`config.mk`:
```
export PLATFORM = sky130hd
export DESIGN_NAME = dl_msg_count
export DESIGN_NICKNAME = d
export VERILOG_FILES = /design/src/design/dl_count_pkg.sv /design/src/design/repeat_count_if.sv /design/src/design/repeat_counter.sv /design/src/design/dl_msg_count.sv
export SDC_FILE = /design/constraint.sdc
export NUM_CORES = 1
export LEC_CHECK = 0
export ABC_AREA = 1
export BUFFER_PORTS_ARGS = -buffer_cell sky130_fd_sc_hd__clkbuf_2
export CAP_MARGIN = 20
export CORE_UTILIZATION = 53
export CTS_BUF_LIST = sky130_fd_sc_hd__clkbuf_8 sky130_fd_sc_hd__clkbuf_16
export DETAILED_ROUTE_END_ITERATION = 10
export PLACE_DENSITY = 0.8
export SYNTH_ARGS = -nofsm -noshare
export SYNTH_HDL_FRONTEND = slang
export SYNTH_HIERARCHICAL = 1
export SYNTH_SLANG_ARGS = --single-unit
```
`constraint.sdc`:
```
create_clock -name clk -period 2.9 [get_ports clk]
set_clock_uncertainty 0.2 [all_clocks]
set_input_delay 0.29 -clock clk [delete_from_list [all_inputs] [get_ports clk]]
set_output_delay 0.29 -clock clk [all_outputs]
set_load 0.01 [all_outputs]
```
`src/design/dl_count_pkg.sv`:
```
// Constants for the data link message buffer and count block.
// Assumes a 32-bit APB master and one 100 MHz clock shared by all logic.
package dl_count_pkg;

    // ----------------------------------------------------------------
    // Bus and field widths
    // ----------------------------------------------------------------
    localparam int APB_ADDR_W = 12;
    localparam int APB_DATA_W = 32;
    localparam int COUNT_W = 7;
    localparam int INDEX_W = 10;
    localparam int STAT_W = 3;

    // ----------------------------------------------------------------
    // Register indices (byte address is four times the index)
    // ----------------------------------------------------------------
    localparam logic [INDEX_W-1:0] TX_INDEX = 10'h114;
    localparam logic [INDEX_W-1:0] RX_INDEX = 10'h115;
    localparam logic [INDEX_W-1:0] STAT_INDEX = 10'h11C;
    localparam logic [INDEX_W-1:0] MASK_INDEX = 10'h11D;
    localparam logic [INDEX_W-1:0] CTRL_INDEX = 10'h11E;

    // ----------------------------------------------------------------
    // Field positions
    // ----------------------------------------------------------------
    localparam int SEL_BIT = 7;
    localparam int TX_SIGTYPE_BIT = 0;
    localparam int RX_SIGTYPE_BIT = 1;
    localparam int TX_EOT_BIT = 0;
    localparam int RX_EOT_BIT = 1;
    localparam int RX_MSG_BIT = 2;

    // ----------------------------------------------------------------
    // Reset values
    // ----------------------------------------------------------------
    localparam logic [7:0] TX_REG_RESET = 8'h00;
    localparam logic [7:0] RX_REG_RESET = 8'h00;
    localparam logic [1:0] CTRL_RESET = 2'h0;
    localparam logic [STAT_W-1:0] STAT_RESET = 3'h0;

    typedef enum logic [2:0] {
        SEL_TX = 3'b000,
        SEL_RX = 3'b001,
        SEL_STAT = 3'b010,
        SEL_MASK = 3'b011,
        SEL_CTRL = 3'b100,
        SEL_NONE = 3'b111
    } regSel_e;

    typedef enum logic {
        TX_IDLE = 1'b0,
        TX_SEND = 1'b1
    } txState_e;

endpackage : dl_count_pkg

```
`src/design/repeat_count_if.sv`:
```
// Carrier between the block and its repeat counters.
// Assumes owner and counter share one clock.
`timescale 1ns/1ps
interface repeat_count_if;
    logic [dl_count_pkg::COUNT_W-1:0] target;
    logic tick;
    logic clear;
    logic hit;

    modport owner (output target, output tick, output clear, input hit);
    modport counter (input target, input tick, input clear, output hit);
endinterface : repeat_count_if

```
`src/design/repeat_counter.sv`:
```
// Counts message repetitions and flags the one that reaches the target.
// Assumes tick and clear come from logic on the same clock.
`timescale 1ns/1ps
module repeat_counter (
    input wire logic clk,
    input wire logic reset,
    repeat_count_if.counter cnt
);
    import dl_count_pkg::*;

    logic [COUNT_W-1:0] count_q;
    logic [COUNT_W-1:0] count_d;
    logic [COUNT_W:0] nextCount;

    // Target zero never hits: repetition without limit
    always_comb begin
        nextCount = {1'b0, count_q} + {{COUNT_W{1'b0}}, 1'b1};
        cnt.hit = cnt.tick && (cnt.target != '0)
            && (nextCount == {1'b0, cnt.target});
        count_d = count_q;
        if (cnt.clear || cnt.hit) begin
            count_d = '0;
        end else if (cnt.tick) begin
            count_d = nextCount[COUNT_W-1:0];
        end
    end

    always_ff @(posedge clk or posedge reset) begin
        if (reset) begin
            count_q <= '0;
        end else begin
            count_q <= count_d;
        end
    end

endmodule : repeat_counter

```
`src/design/dl_msg_count.sv`:
```
// Buffer selection and message count logic of data link controller one.
// Assumes an APB master on clk; link engines on clk give one-cycle pulses.
//
// Behaviour
// - Writing buffer select sends the message of buffer zero or one.
// - Reading buffer select returns the next available transmit buffer.
// - While a buffer is still in use, reads return the other buffer.
// - Bit-oriented: send count times, then end-of-transfer event and stop.
// - Bit-oriented with count zero repeats the message until another send is queued.
// - Message-oriented: count is length in octets, header in, checksum out.
// - Receive pointer names the buffer holding the newest message.
// - Bit-oriented receive: end-of-transfer once received count times.
// - Bit-oriented receive with count zero never ends the transfer.
// - Message-oriented receive writes stored message size into count.
`timescale 1ns/1ps
module dl_msg_count (
    input wire logic clk,
    input wire logic reset,
    input wire logic psel,
    input wire logic penable,
    input wire logic pwrite,
    input wire logic [dl_count_pkg::APB_ADDR_W-1:0] paddr,
    input wire logic [dl_count_pkg::APB_DATA_W-1:0] pwdata,
    output logic [dl_count_pkg::APB_DATA_W-1:0] prdata_q,
    output logic pready_q,
    output logic pslverr_q,
    output logic irq_q,
    output logic txActive_q,
    output logic txBufferSel_q,
    output logic txBitOriented_q,
    output logic [dl_count_pkg::COUNT_W-1:0] txLength_q,
    input wire logic txMessageSent,
    output logic rxBitOriented_q,
    input wire logic rxMessageDone,
    input wire logic rxMessageBuffer,
    input wire logic [dl_count_pkg::COUNT_W-1:0] rxMessageBytes
);
    import dl_count_pkg::*;

    function automatic regSel_e decode(input logic [APB_ADDR_W-1:0] a);
        regSel_e s;
        s = SEL_NONE;
        if (a[1:0] == 2'h0) begin
            case (a[APB_ADDR_W-1:2])
                TX_INDEX: s = SEL_TX;
                RX_INDEX: s = SEL_RX;
                STAT_INDEX: s = SEL_STAT;
                MASK_INDEX: s = SEL_MASK;
                CTRL_INDEX: s = SEL_CTRL;
                default: s = SEL_NONE;
            endcase
        end
        return s;
    endfunction : decode

    repeat_count_if txCnt ();
    repeat_count_if rxCnt ();

    repeat_counter u_tx_counter (
        .clk(clk),
        .reset(reset),
        .cnt(txCnt.counter)
    );

    repeat_counter u_rx_counter (
        .clk(clk),
        .reset(reset),
        .cnt(rxCnt.counter)
    );

    // ----------------------------------------------------------------
    // State
    // ----------------------------------------------------------------
    txState_e txState_q, txState_d;
    logic txActive_d, txBufferSel_d, txBitOriented_d;
    logic [COUNT_W-1:0] txLength_d, txCount_q, txCount_d;
    logic txPend_q, txPend_d, txPendBuf_q, txPendBuf_d;
    logic txHint_q, txHint_d;
    logic rxLatest_q, rxLatest_d;
    logic [COUNT_W-1:0] rxCount_q, rxCount_d;
    logic [1:0] ctrl_q, ctrl_d;
    logic [STAT_W-1:0] status_q, status_d, mask_q, mask_d, statusSet;
    logic [APB_DATA_W-1:0] prdata_d;
    logic pready_d, pslverr_d, irq_d, rxBitOriented_d;

    // ----------------------------------------------------------------
    // Bus and transmit/receive next state
    // ----------------------------------------------------------------
    regSel_e regSel;
    logic commit, wrTx, wrRx, wSel, txAccept, txFinish, txGo, txGoBuf;
    logic txAvail;
    logic [1:0] txBusy;

    always_comb begin
        regSel = decode(paddr);
        // Answer one cycle into the access phase; write effects at the next edge, where ready is sampled
        commit = psel && penable && pready_q;
        pready_d = psel && penable && !pready_q;
        pslverr_d = pready_d && (regSel == SEL_NONE);
        wrTx = commit && pwrite && (regSel == SEL_TX);
        wrRx = commit && pwrite && (regSel == SEL_RX);
        wSel = pwdata[SEL_BIT];
        txBusy[0] = (txActive_q && !txBufferSel_q)
            || (txPend_q && !txPendBuf_q);
        txBusy[1] = (txActive_q && txBufferSel_q)
            || (txPend_q && txPendBuf_q);
        txAvail = txBusy[txHint_q] ? !txHint_q : txHint_q;

        ctrl_d = ctrl_q;
        mask_d = mask_q;
        statusSet = '0;
        if (commit && pwrite && (regSel == SEL_CTRL)) begin
            ctrl_d = pwdata[1:0];
        end
        if (commit && pwrite && (regSel == SEL_MASK)) begin
            mask_d = pwdata[STAT_W-1:0];
        end

        // Transmit side
        txState_d = txState_q;
        txBufferSel_d = txBufferSel_q;
        txBitOriented_d = txBitOriented_q;
        txLength_d = txLength_q;
        txPend_d = txPend_q;
        txPendBuf_d = txPendBuf_q;
        txHint_d = txHint_q;
        txCount_d = wrTx ? pwdata[COUNT_W-1:0] : txCount_q;
        // A select aimed at a busy buffer or with one queued is dropped
        txAccept = wrTx && !txBusy[wSel] && !txPend_q;
        txCnt.target = txLength_q;
        txCnt.tick = txActive_q && txBitOriented_q && txMessageSent;
        txFinish = txActive_q && txMessageSent
            && (!txBitOriented_q || txCnt.hit
            || (txLength_q == '0 && txPend_q));
        txGo = 1'b0;
        txGoBuf = wSel;
        if (txFinish) begin
            statusSet[TX_EOT_BIT] = 1'b1;
            txState_d = TX_IDLE;
            if (txPend_q) begin
                txGo = 1'b1;
                txGoBuf = txPendBuf_q;
                txPend_d = 1'b0;
            end
        end
        if (txAccept) begin
            txHint_d = !wSel;
            if (!txActive_q || txFinish) begin
                txGo = 1'b1;
            end else begin
                txPend_d = 1'b1;
                txPendBuf_d = wSel;
            end
        end
        if (txGo) begin
            txState_d = TX_SEND;
            txBufferSel_d = txGoBuf;
            txBitOriented_d = !ctrl_q[TX_SIGTYPE_BIT];
            txLength_d = txCount_d;
        end
        txCnt.clear = txGo;
        txActive_d = (txState_d == TX_SEND);

        // Receive side; a message event beats a same-cycle software write to the pointer, and to the count only when message-oriented
        rxBitOriented_d = !ctrl_d[RX_SIGTYPE_BIT];
        rxLatest_d = rxLatest_q;
        rxCount_d = rxCount_q;
        if (wrRx) begin
            rxLatest_d = pwdata[SEL_BIT];
            rxCount_d = pwdata[COUNT_W-1:0];
        end
        rxCnt.target = rxCount_q;
        rxCnt.clear = wrRx;
        rxCnt.tick = rxMessageDone && rxBitOriented_q;
        if (rxMessageDone) begin
            rxLatest_d = rxMessageBuffer;
            if (!rxBitOriented_q) begin
                rxCount_d = rxMessageBytes;
                statusSet[RX_MSG_BIT] = 1'b1;
            end
        end
        statusSet[RX_EOT_BIT] = rxCnt.hit;

        // Sticky events: a set in the clearing cycle survives
        status_d = status_q;
        if (commit && pwrite && (regSel == SEL_STAT)) begin
            status_d = status_q & ~pwdata[STAT_W-1:0];
        end
        status_d = status_d | statusSet;
        irq_d = |(status_d & mask_d);

        prdata_d = '0;
        if (pready_d && !pwrite) begin
            case (regSel)
                SEL_TX: prdata_d = {24'h0, txAvail, txCount_q};
                SEL_RX: prdata_d = {24'h0, rxLatest_q, rxCount_q};
                SEL_STAT: prdata_d = {29'h0, status_q};
                SEL_MASK: prdata_d = {29'h0, mask_q};
                SEL_CTRL: prdata_d = {30'h0, ctrl_q};
                default: prdata_d = '0;
            endcase
        end
    end

    always_ff @(posedge clk or posedge reset) begin
        if (reset) begin
            prdata_q <= '0;
            pready_q <= 1'b0;
            pslverr_q <= 1'b0;
            irq_q <= 1'b0;
            txState_q <= TX_IDLE;
            txActive_q <= 1'b0;
            txBufferSel_q <= 1'b0;
            txBitOriented_q <= 1'b0;
            txLength_q <= '0;
            txCount_q <= TX_REG_RESET[COUNT_W-1:0];
            txHint_q <= TX_REG_RESET[SEL_BIT];
            txPend_q <= 1'b0;
            txPendBuf_q <= 1'b0;
            rxLatest_q <= RX_REG_RESET[SEL_BIT];
            rxCount_q <= RX_REG_RESET[COUNT_W-1:0];
            rxBitOriented_q <= 1'b1;
            ctrl_q <= CTRL_RESET;
            status_q <= STAT_RESET;
            mask_q <= STAT_RESET;
        end else begin
            prdata_q <= prdata_d;
            pready_q <= pready_d;
            pslverr_q <= pslverr_d;
            irq_q <= irq_d;
            txState_q <= txState_d;
            txActive_q <= txActive_d;
            txBufferSel_q <= txBufferSel_d;
            txBitOriented_q <= txBitOriented_d;
            txLength_q <= txLength_d;
            txCount_q <= txCount_d;
            txHint_q <= txHint_d;
            txPend_q <= txPend_d;
            txPendBuf_q <= txPendBuf_d;
            rxLatest_q <= rxLatest_d;
            rxCount_q <= rxCount_d;
            rxBitOriented_q <= rxBitOriented_d;
            ctrl_q <= ctrl_d;
            status_q <= status_d;
            mask_q <= mask_d;
        end
    end
endmodule : dl_msg_count

```
[Word-level counts from Yosys, hierarchy flattened]
Cells that the tools add are included.
Word-level totals
  register bits: 86
  bits in latches: 0
  RAM bits: 0
  memory bits (read-only): 0
  bits of input ports: 59
  output and inout port bits: 46
  memories: 0
Cells by class
  $add $sub $neg: 2
  multipliers: 0
  div/mod/pow operators: 0
  order comparisons: 2
  equality and inequality tests: 12
  shift operators: 0
  multiplexer cells: 36
  bitwise logic cells: 5
  reduce and logical (&&, ||, !) cells: 57
Operators with widths (count)
  2-to-1 mux 7 bit: 8
  == test 10 x 9 -> 1 bit (second input constant): 5
  one-hot mux 8 bit (5 select lines): 1
  logical AND 1 bit: 27
  2-to-1 mux 1 bit: 21
  adder 7 x 1 -> 8 bit (second input constant): 2
  == test 8 x 7 -> 1 bit: 2
  one-hot mux 3 bit (5 select lines): 1
  nonzero test 7 bit: 2
  logical NOT 1 bit: 12
  2-to-1 mux 3 bit: 3
  2-to-1 mux 8 bit: 1
  nonzero test 2 bit: 4
  logical NOT 7 bit: 1
  logical OR 1 bit: 7
  AND 3 bit: 2
  == test 3 x 2 -> 1 bit (second input constant): 2
  == test 3 bit (second input constant): 2
  < comparator 1 x 2 -> 1 bit (second input constant): 2
  == test 3 x 1 -> 1 bit (second input constant): 1
  logical NOT 3 bit: 1
  inverter 3 bit: 1
  OR 3 bit: 1
  OR reduction 3 bit: 1
  4 further kinds: 4

[Logic depth before layout (Yosys ltp)]
Gate-level depths: netlist (run 1).
  depth in word-level cells: 12
  gate-level depth with buffers: 19
  depth with buffers taken out: 18

[Hierarchy]
Netlist (run 1), hierarchy kept.
By module, submodules not included
  dl_msg_count: instances 1, cells each 335, area an instance 2577.5 µm², sequential area each 1202.4 µm²
  repeat_counter: instances 2, cells each 106, area an instance 649.4 µm², sequential area each 175.2 µm²

[Worst setup path after synthesis (run 1)]
OpenSTA, ideal clock, no wires.
  path kind: register -> register
  start: register u_tx_counter.count_q[0]
  end: register u_tx_counter.count_q[1]
  arrival time: 2.261 ns
  data required time: 2.578 ns
  path slack: 0.318 ns
  stages on the path, launching flop included: 19
  path buffers: 1
  clock period less this slack: 2.582 ns
  cell sequence: dfrtp_1 ha_1 inv_1 nor2_1 nor2_1 nand4_1 nor2_1 nand3_1 nor3_1 inv_1 a31oi_1 nand2_1 nand2_4 nand2_2 buf_6 inv_1 inv_1 nand2_2 nor2_1
Between the ends
  word-level cells in the longest chain between the ends: 11
  elaborated cells on any way between the ends: 14
  those cells by class: 1 x add/sub; 1 x eq/ne; 5 x mux; 7 x reduce/logical
Ends and longest elaborated chain
  start: declaration: line repeat_counter.sv:11  | logic [COUNT_W-1:0] count_q;
  start signal: assignment: line repeat_counter.sv:32  | count_q <= count_d;
  adder 7 x 1 -> 8 bit (*): line repeat_counter.sv:17  | nextCount = {1'b0, count_q} + {{COUNT_W{1'b0}}, 1'b1};
  == test 8 x 7 -> 1 bit (*): line repeat_counter.sv:19  | && (nextCount == {1'b0, cnt.target});
  logical AND 1 bit (*): line repeat_counter.sv:19
  net txCnt.hit: line repeat_count_if.sv:8  | logic hit;
  logical OR 1 bit: line dl_msg_count.sv:133  | && (!txBitOriented_q || txCnt.hit
  logical OR 1 bit: line dl_msg_count.sv:134  | || (txLength_q == '0 && txPend_q));
  logical AND 1 bit: line dl_msg_count.sv:133
  2-to-1 mux 1 bit / logical OR 1 bit (equally long branches): line dl_msg_count.sv:137, dl_msg_count.sv:148
  2-to-1 mux 1 bit: line dl_msg_count.sv:148  | if (!txActive_q || txFinish) begin
  2-to-1 mux 1 bit: line dl_msg_count.sv:146  | if (txAccept) begin
  logical OR 1 bit (*): line repeat_counter.sv:21  | if (cnt.clear || cnt.hit) begin
  2-to-1 mux 7 bit / nonzero test 2 bit (equally long branches)
Mark *: on every way through the listed nets, which the timed path passes. The rest lies on a longest branch. The select of a mux whose other input is x is not followed.
A chain may end at the register's enable or synchronous reset.

[Worst setup path in the final report (run 1)]
  start: register u_tx_counter.count_q[1]
  end: register u_tx_counter.count_q[1]
Same word-level chain as after synthesis.

==> out/qor.txt, run 1 <==
Status: finished clean
Clk pwr share: 0.423
Hold path cells: 3
Worst min-delay path class: in2reg
Drt wl/cell: 13.1 µm
Final Hold Viols: 0
Root Driver: clkbuf_8
Leak: 2.36 nW
Area Overhead vs Synth: 17.2%
I/O Buffers: 56
Synthesized area: 3880 µm²
Commonest non-fill, non-tap cell in the layout: nand2_1
Logic pwr share: 0.117
Inserted Diodes: 0
Via-per-instance ratio: 5.26
Switch share: 0.266
Overflow after GRT: 0
CP bufs+invs: 4
Crit. End Element: register
CP peak stage delay: 0.42 ns
Placer Congestion: 0.899
Initial antenna violation count: 0
CTS max path bufs: 2
CP cell instances: ha_1 > inv_1 > nor2_1 > nor2_1 > nand4_1 > nor2_1 > nand3_1 > nor3_2 > inv_1 > a31oi_4 > nand2_1 > nand2_4 > nand2_2 > inv_1 > inv_1 > nand2_4 > nor2_1
First-pass GRT wire length: 15800 µm
Clock slew at reported path FFs: 0.07 ns
Flop pwr share: 0.460
CTS tree: yes
HPWL Detailed: 7000 µm
Vias in the first global route: 3524
Top delay family on crit path: simple AND/OR/NAND/NOR gates
CP max-delay cell: dfrtp_1
Post-route ant nets: 0
Min cycle time layout: 2.68 ns
Clock sinks: 62
H-tree levels: 3
Final core utilization: 0.654
Final setup viols: 0
Row count: 30
Maxcap violations: 0
IO Pins: 105
Core Footprint: 6940 µm²
Reg2Reg Depth: 17
DR DRC count: 0
Psw: 536 µW
Max-slew violation count: 0
Worst EP required: 2.92 ns
Clock buffer count from CTS: 9
Fin nets: 684
Drt first pass iters: 4
CP max FO: 7
Initial Util: 0.558
Worst EP arrival: 2.70 ns
Synth warnings: 6
Distinct cell type count of the synthesized netlist: 35
Crit start category: register
WL final: 9460 µm
Die area: 7660 µm²
Sequential share of the synthesized area: 0.401
Achievable frequency: 0.374 GHz
Kind of critical path: reg2reg
Clk Latency, worst-skew pair: 0.34 ns
Mapped Avg Cell Area: 7.09 µm²
Gr usage total: 0.270
Peak supply drop: 0.266 mV
Post-Synthesis Cells: 547
Internal power: 1.48 mW
First DRT Iteration DRCs: 284
Layout cells sized above 1: 0.197
Most frequent cells in the layout: nand2_1 (157), nand3_1 (72), inv_1 (66)
Flops & latches, synth: 62
Die height: 87.5 µm
Hold Slack: 0.0129 ns
Die X: 87.5 µm
Crit path depth: 17
Vias: 3806
Final worst path period share: 0.923
Pin count of the biggest net entering global routing: 49
PwrDens: 443 nW/µm²
sequential cells by signal (all words and copies together), names as in the netlist, 3 cells and up:
signal	flops
u_rx_counter/count_q	7
status_q	3
rxCnt.target	7
prdata_q	8
txLength_q	7
mask_q	3
u_tx_counter/count_q	7
txCount_q	7
Yosys cell counts:
master    number  share of area
buf_2          1         0.0013
nand2_4        1         0.0029
xnor2_1        2         0.0045
nand3_1       72          0.093
clkbuf_1       2         0.0019
a21boi_0       2         0.0039
nor2_1        51          0.049
ha_1           2         0.0065
o211ai_1       3         0.0058
a21oi_1        8          0.010
nand4_2        1         0.0032
a31oi_1        2         0.0032
nand2_1      157           0.15
o21ai_2        3         0.0068
o21ai_0       32          0.041
buf_6          1         0.0029
nand3_2        5          0.013
inv_1         67          0.065
o21a_1         1         0.0019
nor3_2         1         0.0026
nand3_4        1         0.0045
nor4_1         2         0.0032
nor2_4         5          0.015
buf_4         27          0.052
dfstp_2        1         0.0068
nand2_2        9          0.015
nor3_1         6         0.0077
dfrtp_1       61           0.39
and2_0         1         0.0016
nor2_2         6         0.0097
inv_2          3         0.0029
or2_1          2         0.0032
o22ai_1        1         0.0016
nand4_1        7          0.011
conb_1         1        0.00097
cell families (layout without fill, tap and decap cells):
logic type | after synthesis | count (layout) | synth area share
AND/OR/NAND/NOR | 327 | 327 | 0.386
buffers and inverters | 101 | 159 | 0.126
flip-flops | 62 | 62 | 0.401
AO/OA/AOI/OAI | 52 | 52 | 0.0749
adder cells (fa/ha/maj) | 2 | 2 | 0.00645
XOR/XNOR | 2 | 2 | 0.00452
other | 1 | 24 | 0.000967
power by group through the flow:
stage	logic, mW	clock network, mW	registers [mW]
after floorplan	0.161	0	0.937
after global placement	0.208	0	0.940
after detailed placement	0.217	0	0.942
after CTS	0.225	0.864	0.925
after global routing	0.266	0.901	0.931
final	0.235	0.851	0.927
cell type report:
| cell class | count | area, µm² |
|---|---|---|
| fillers | 615 | 2400 |
| multi-input cells | 407 | 1950 |
| flip-flops and latches | 62 | 1550 |
| repair buffers | 73 | 435 |
| inverters | 70 | 263 |
| clock buffers | 10 | 138 |
| well taps | 96 | 120 |
| clock inverters | 6 | 85.1 |
worst min-delay path, stage by stage:
cell and delay, ns:
clkbuf_2 0.07, o21ai_0 0.08, inv_1 0.06
repair_timing:
item,CTS,global route
hold endpoints to repair,19,0
gates resized for setup,0,7
hold buffers,6,0
buffers inserted,0,1
endpoints found under the setup margin,0,19
path summary, 6_finish.rpt:
| check | start | endpoint | slack [ns] |
|---|---|---|---|
| min | rxMessageBytes[1] | rxCnt.target[1]$_DFF_PP0_ | 0.01 |
| min in group asynchronous | reset | prdata_q[6]$_DFF_PP0_ | 0.19 |
| max reg2reg | u_tx_counter/count_q[1]$_DFFE_PP0P_ | u_tx_counter/count_q[1]$_DFFE_PP0P_ | 0.22 |
| max | u_tx_counter/count_q[1]$_DFFE_PP0P_ | u_tx_counter/count_q[1]$_DFFE_PP0P_ | 0.22 |
| max in group asynchronous | reset | rxBitOriented_q$_DFF_PP1_ | 1.80 |
| min reg2reg | pready_q$_DFF_PP0_ | pslverr_q$_DFF_PP0_ | 0.29 |
metal layers:
metal / GRT usage / routed length, µm / up-vias
met5: 0 / 0 / -
met4: 0.133 / 291 / 0
met3: 0.0474 / 481 / 22
met2: 0.445 / 4640 / 156
met1: 0.346 / 4050 / 1777
li1: - / - / 1851
metrics by stage:
step / setup TNS, ns / setup WS [ns] / total power, mW / cells / instance area [µm²]
CTS: 0 / 0.0516 / 2.01 / 722 / 4490
detailed placement: 0 / 0.0804 / 1.16 / 700 / 4200
global placement: 0 / 0.174 / 1.15 / 700 / 4200
global route: -0.553 / -0.0533 / 2.10 / 724 / 4540
finish: 0 / 0.224 / 2.01 / 724 / 4540
floorplan: 0 / 0.318 / 1.10 / 570 / 3960
(Power assumes the default switching activity.)
==> inputs of run 2 (changes only) <==
Settings changed: CORE_UTILIZATION 53 to 43, CTS_BUF_LIST sky130_fd_sc_hd__clkbuf_8 sky130_fd_sc_hd__clkbuf_16 to sky130_fd_sc_hd__clkbuf_4 sky130_fd_sc_hd__clkbuf_8 sky130_fd_sc_hd__clkbuf_16, PLACE_DENSITY 0.8 to 0.67.
==> run 2 against run 1 <==
  * Cell area up 0.50%
  * First-iteration DRC count down 36%
  * Flip-flop and latch count unchanged
  * Wire length down 3.4%
  * Register-to-register slack better by 0.08 ns
  * Fmax up 3.1%
  * Final cell count up 2.3%
  * Setup slack better by 0.082 ns
  * Sequential power down 0.5%
  * Largest cell class unchanged
  * Critical path depth unchanged
  * Die area up 23%
  * Via count down 3.5%
==> out/qor.txt, run 2 (synthesized netlist as in run 1, its figures left out) <==
Status: finished clean
First-pass GRT wire length: 16100 µm
Worst EP required: 2.93 ns
Inserted Diodes: 0
Kind of critical path: reg2reg
Die X: 96.9 µm
Initial Util: 0.444
Met2 wire len: 4510 µm
Crit. End Element: register
CTS tree: yes
Vias in the first global route: 3540
Crit path depth: 17
WL final: 9140 µm
Reg2Reg Depth: 17
First DRT Iteration DRCs: 182
Highest layer used for signal routing: met4
Core Footprint: 8720 µm²
Setup TNS: 0 ns
Final setup viols: 0
Vias: 3674
Fin nets: 689
IO Pins: 105
Clock slew at reported path FFs: 0.08 ns
PwrDens: 421 nW/µm²
Placer Congestion: 0.880
CP endpoint: u_tx_counter/count_q[4]$_DFFE_PP0P_
Top delay family on crit path: simple AND/OR/NAND/NOR gates
Leak: 2.37 nW
Max reg flops: 8
Final core utilization: 0.524
Worst R2R Start: u_tx_counter/count_q[1]$_DFFE_PP0P_
Max-slew violation count: 0
Final Hold Viols: 0
Clock sinks: 62
Die height: 96.9 µm
Drt first pass iters: 4
Worst EP arrival: 2.62 ns
Setup Fix Bufs, Post-CTS: 0
FF-to-FF setup slack: 0.31 ns
Register name with the most flops: prdata_q
Final non-filler cell total: 741
Initial antenna violation count: 0
CP max-delay cell: dfrtp_2
Maxcap violations: 0
Most frequent cells in the layout: nand2_1 (157), nand3_1 (72), inv_1 (66)
Via-per-instance ratio: 4.96
RSZ-0062 raised after global routing: no
HPWL Detailed: 7080 µm
Clock buffer count from CTS: 9
Placed Instances: 715
Overflow after GRT: 0
Row count: 34
Clk Latency, worst-skew pair: 0.35 ns
CTS max path bufs: 2
Worst min-delay path class: in2reg
Worst setup startpoint: u_tx_counter/count_q[1]$_DFFE_PP0P_
Pin count of the biggest net entering global routing: 18
Post-DP Area: 4240 µm²
Design Area, Final: 4570 µm²
Gr usage total: 0.212
CP max FO: 7
Peak supply drop: 0.241 mV
CP cell instances: ha_1 > inv_1 > nor2_1 > nor2_1 > nand4_1 > nor2_1 > nand3_1 > nor3_2 > inv_1 > a31oi_4 > nand2_1 > nand2_4 > nand2_2 > inv_1 > inv_1 > nand2_4 > nor2_1
I/O Buffers: 56
Commonest non-fill, non-tap cell in the layout: nand2_1
PnR worst setup slack: 0.306 ns
Reg-to-Reg End: u_tx_counter/count_q[4]$_DFFE_PP0P_
Root Driver: clkbuf_8
Met1 Routed Length: 3990 µm
Hold Slack: 0.0333 ns
DR DRC count: 0
Achievable frequency: 0.385 GHz
Final worst path period share: 0.895
Drt wl/cell: 12.3 µm
Crit start category: register
Post-route ant nets: 0
CP peak stage delay: 0.45 ns
Post-layout power: 1.92 mW
Pre-CTS setup slack: 0.0993 ns
Met3 WL: 437 µm
Min cycle time layout: 2.59 ns
Area Overhead vs Synth: 17.8%
H-tree levels: 3
CP bufs+invs: 4
Die area: 9400 µm²
Layout cells sized above 1: 0.196
[run 2: layer usage]
metal / GRT usage / up-vias
met5: 0 / -
met4: 0.0815 / 0
met3: 0.0441 / 19
met2: 0.357 / 97
met1: 0.268 / 1698
li1: - / 1860
[run 2: repair_timing]
action	in CTS	in global routing
setup endpoints to repair	0	17
hold endpoints to repair	37	0
gates resized for setup	0	6
hold buffers	10	0
[run 2: cell type report]
class | count | area, µm²
Clock inverter | 7 | 73.8
Timing Repair Buffer | 78 | 470
Clock buffer | 9 | 124
Sequential cell | 62 | 1550
Inverter | 70 | 263
Fill cell | 828 | 4160
Multi-Input combinational cell | 407 | 1950
Tap cell | 108 | 135
[run 2: worst min path at each step]
stage                             start                             endpoint  slack, ns  depth (start not counted)
after floorplan                   reset  u_rx_counter/count_q[0]$_DFFE_PP0P_      -0.11                          1
after global placement            reset  u_rx_counter/count_q[0]$_DFFE_PP0P_       0.07                          2
after detailed placement          reset  u_tx_counter/count_q[3]$_DFFE_PP0P_       0.06                          2
after CTS                 rxMessageDone               rxLatest_q$_DFFE_PP0P_       0.02                          3
after global routing            penable                  pslverr_q$_DFF_PP0_       0.05                          3
final                           penable                  pslverr_q$_DFF_PP0_       0.03                          3
[run 2: power by group]
part / internal [mW] / total, mW / switching, mW
clock network: 0.399 / 0.761 / 0.362
registers: 0.893 / 0.922 / 0.0285
logic: 0.0876 / 0.241 / 0.154
total: 1.38 / 1.92 / 0.544
[run 2: tightest hold or removal path: stages]
cell and delay (ns):
clkbuf_2 0.08, nand2_1 0.11, nor3_1 0.06
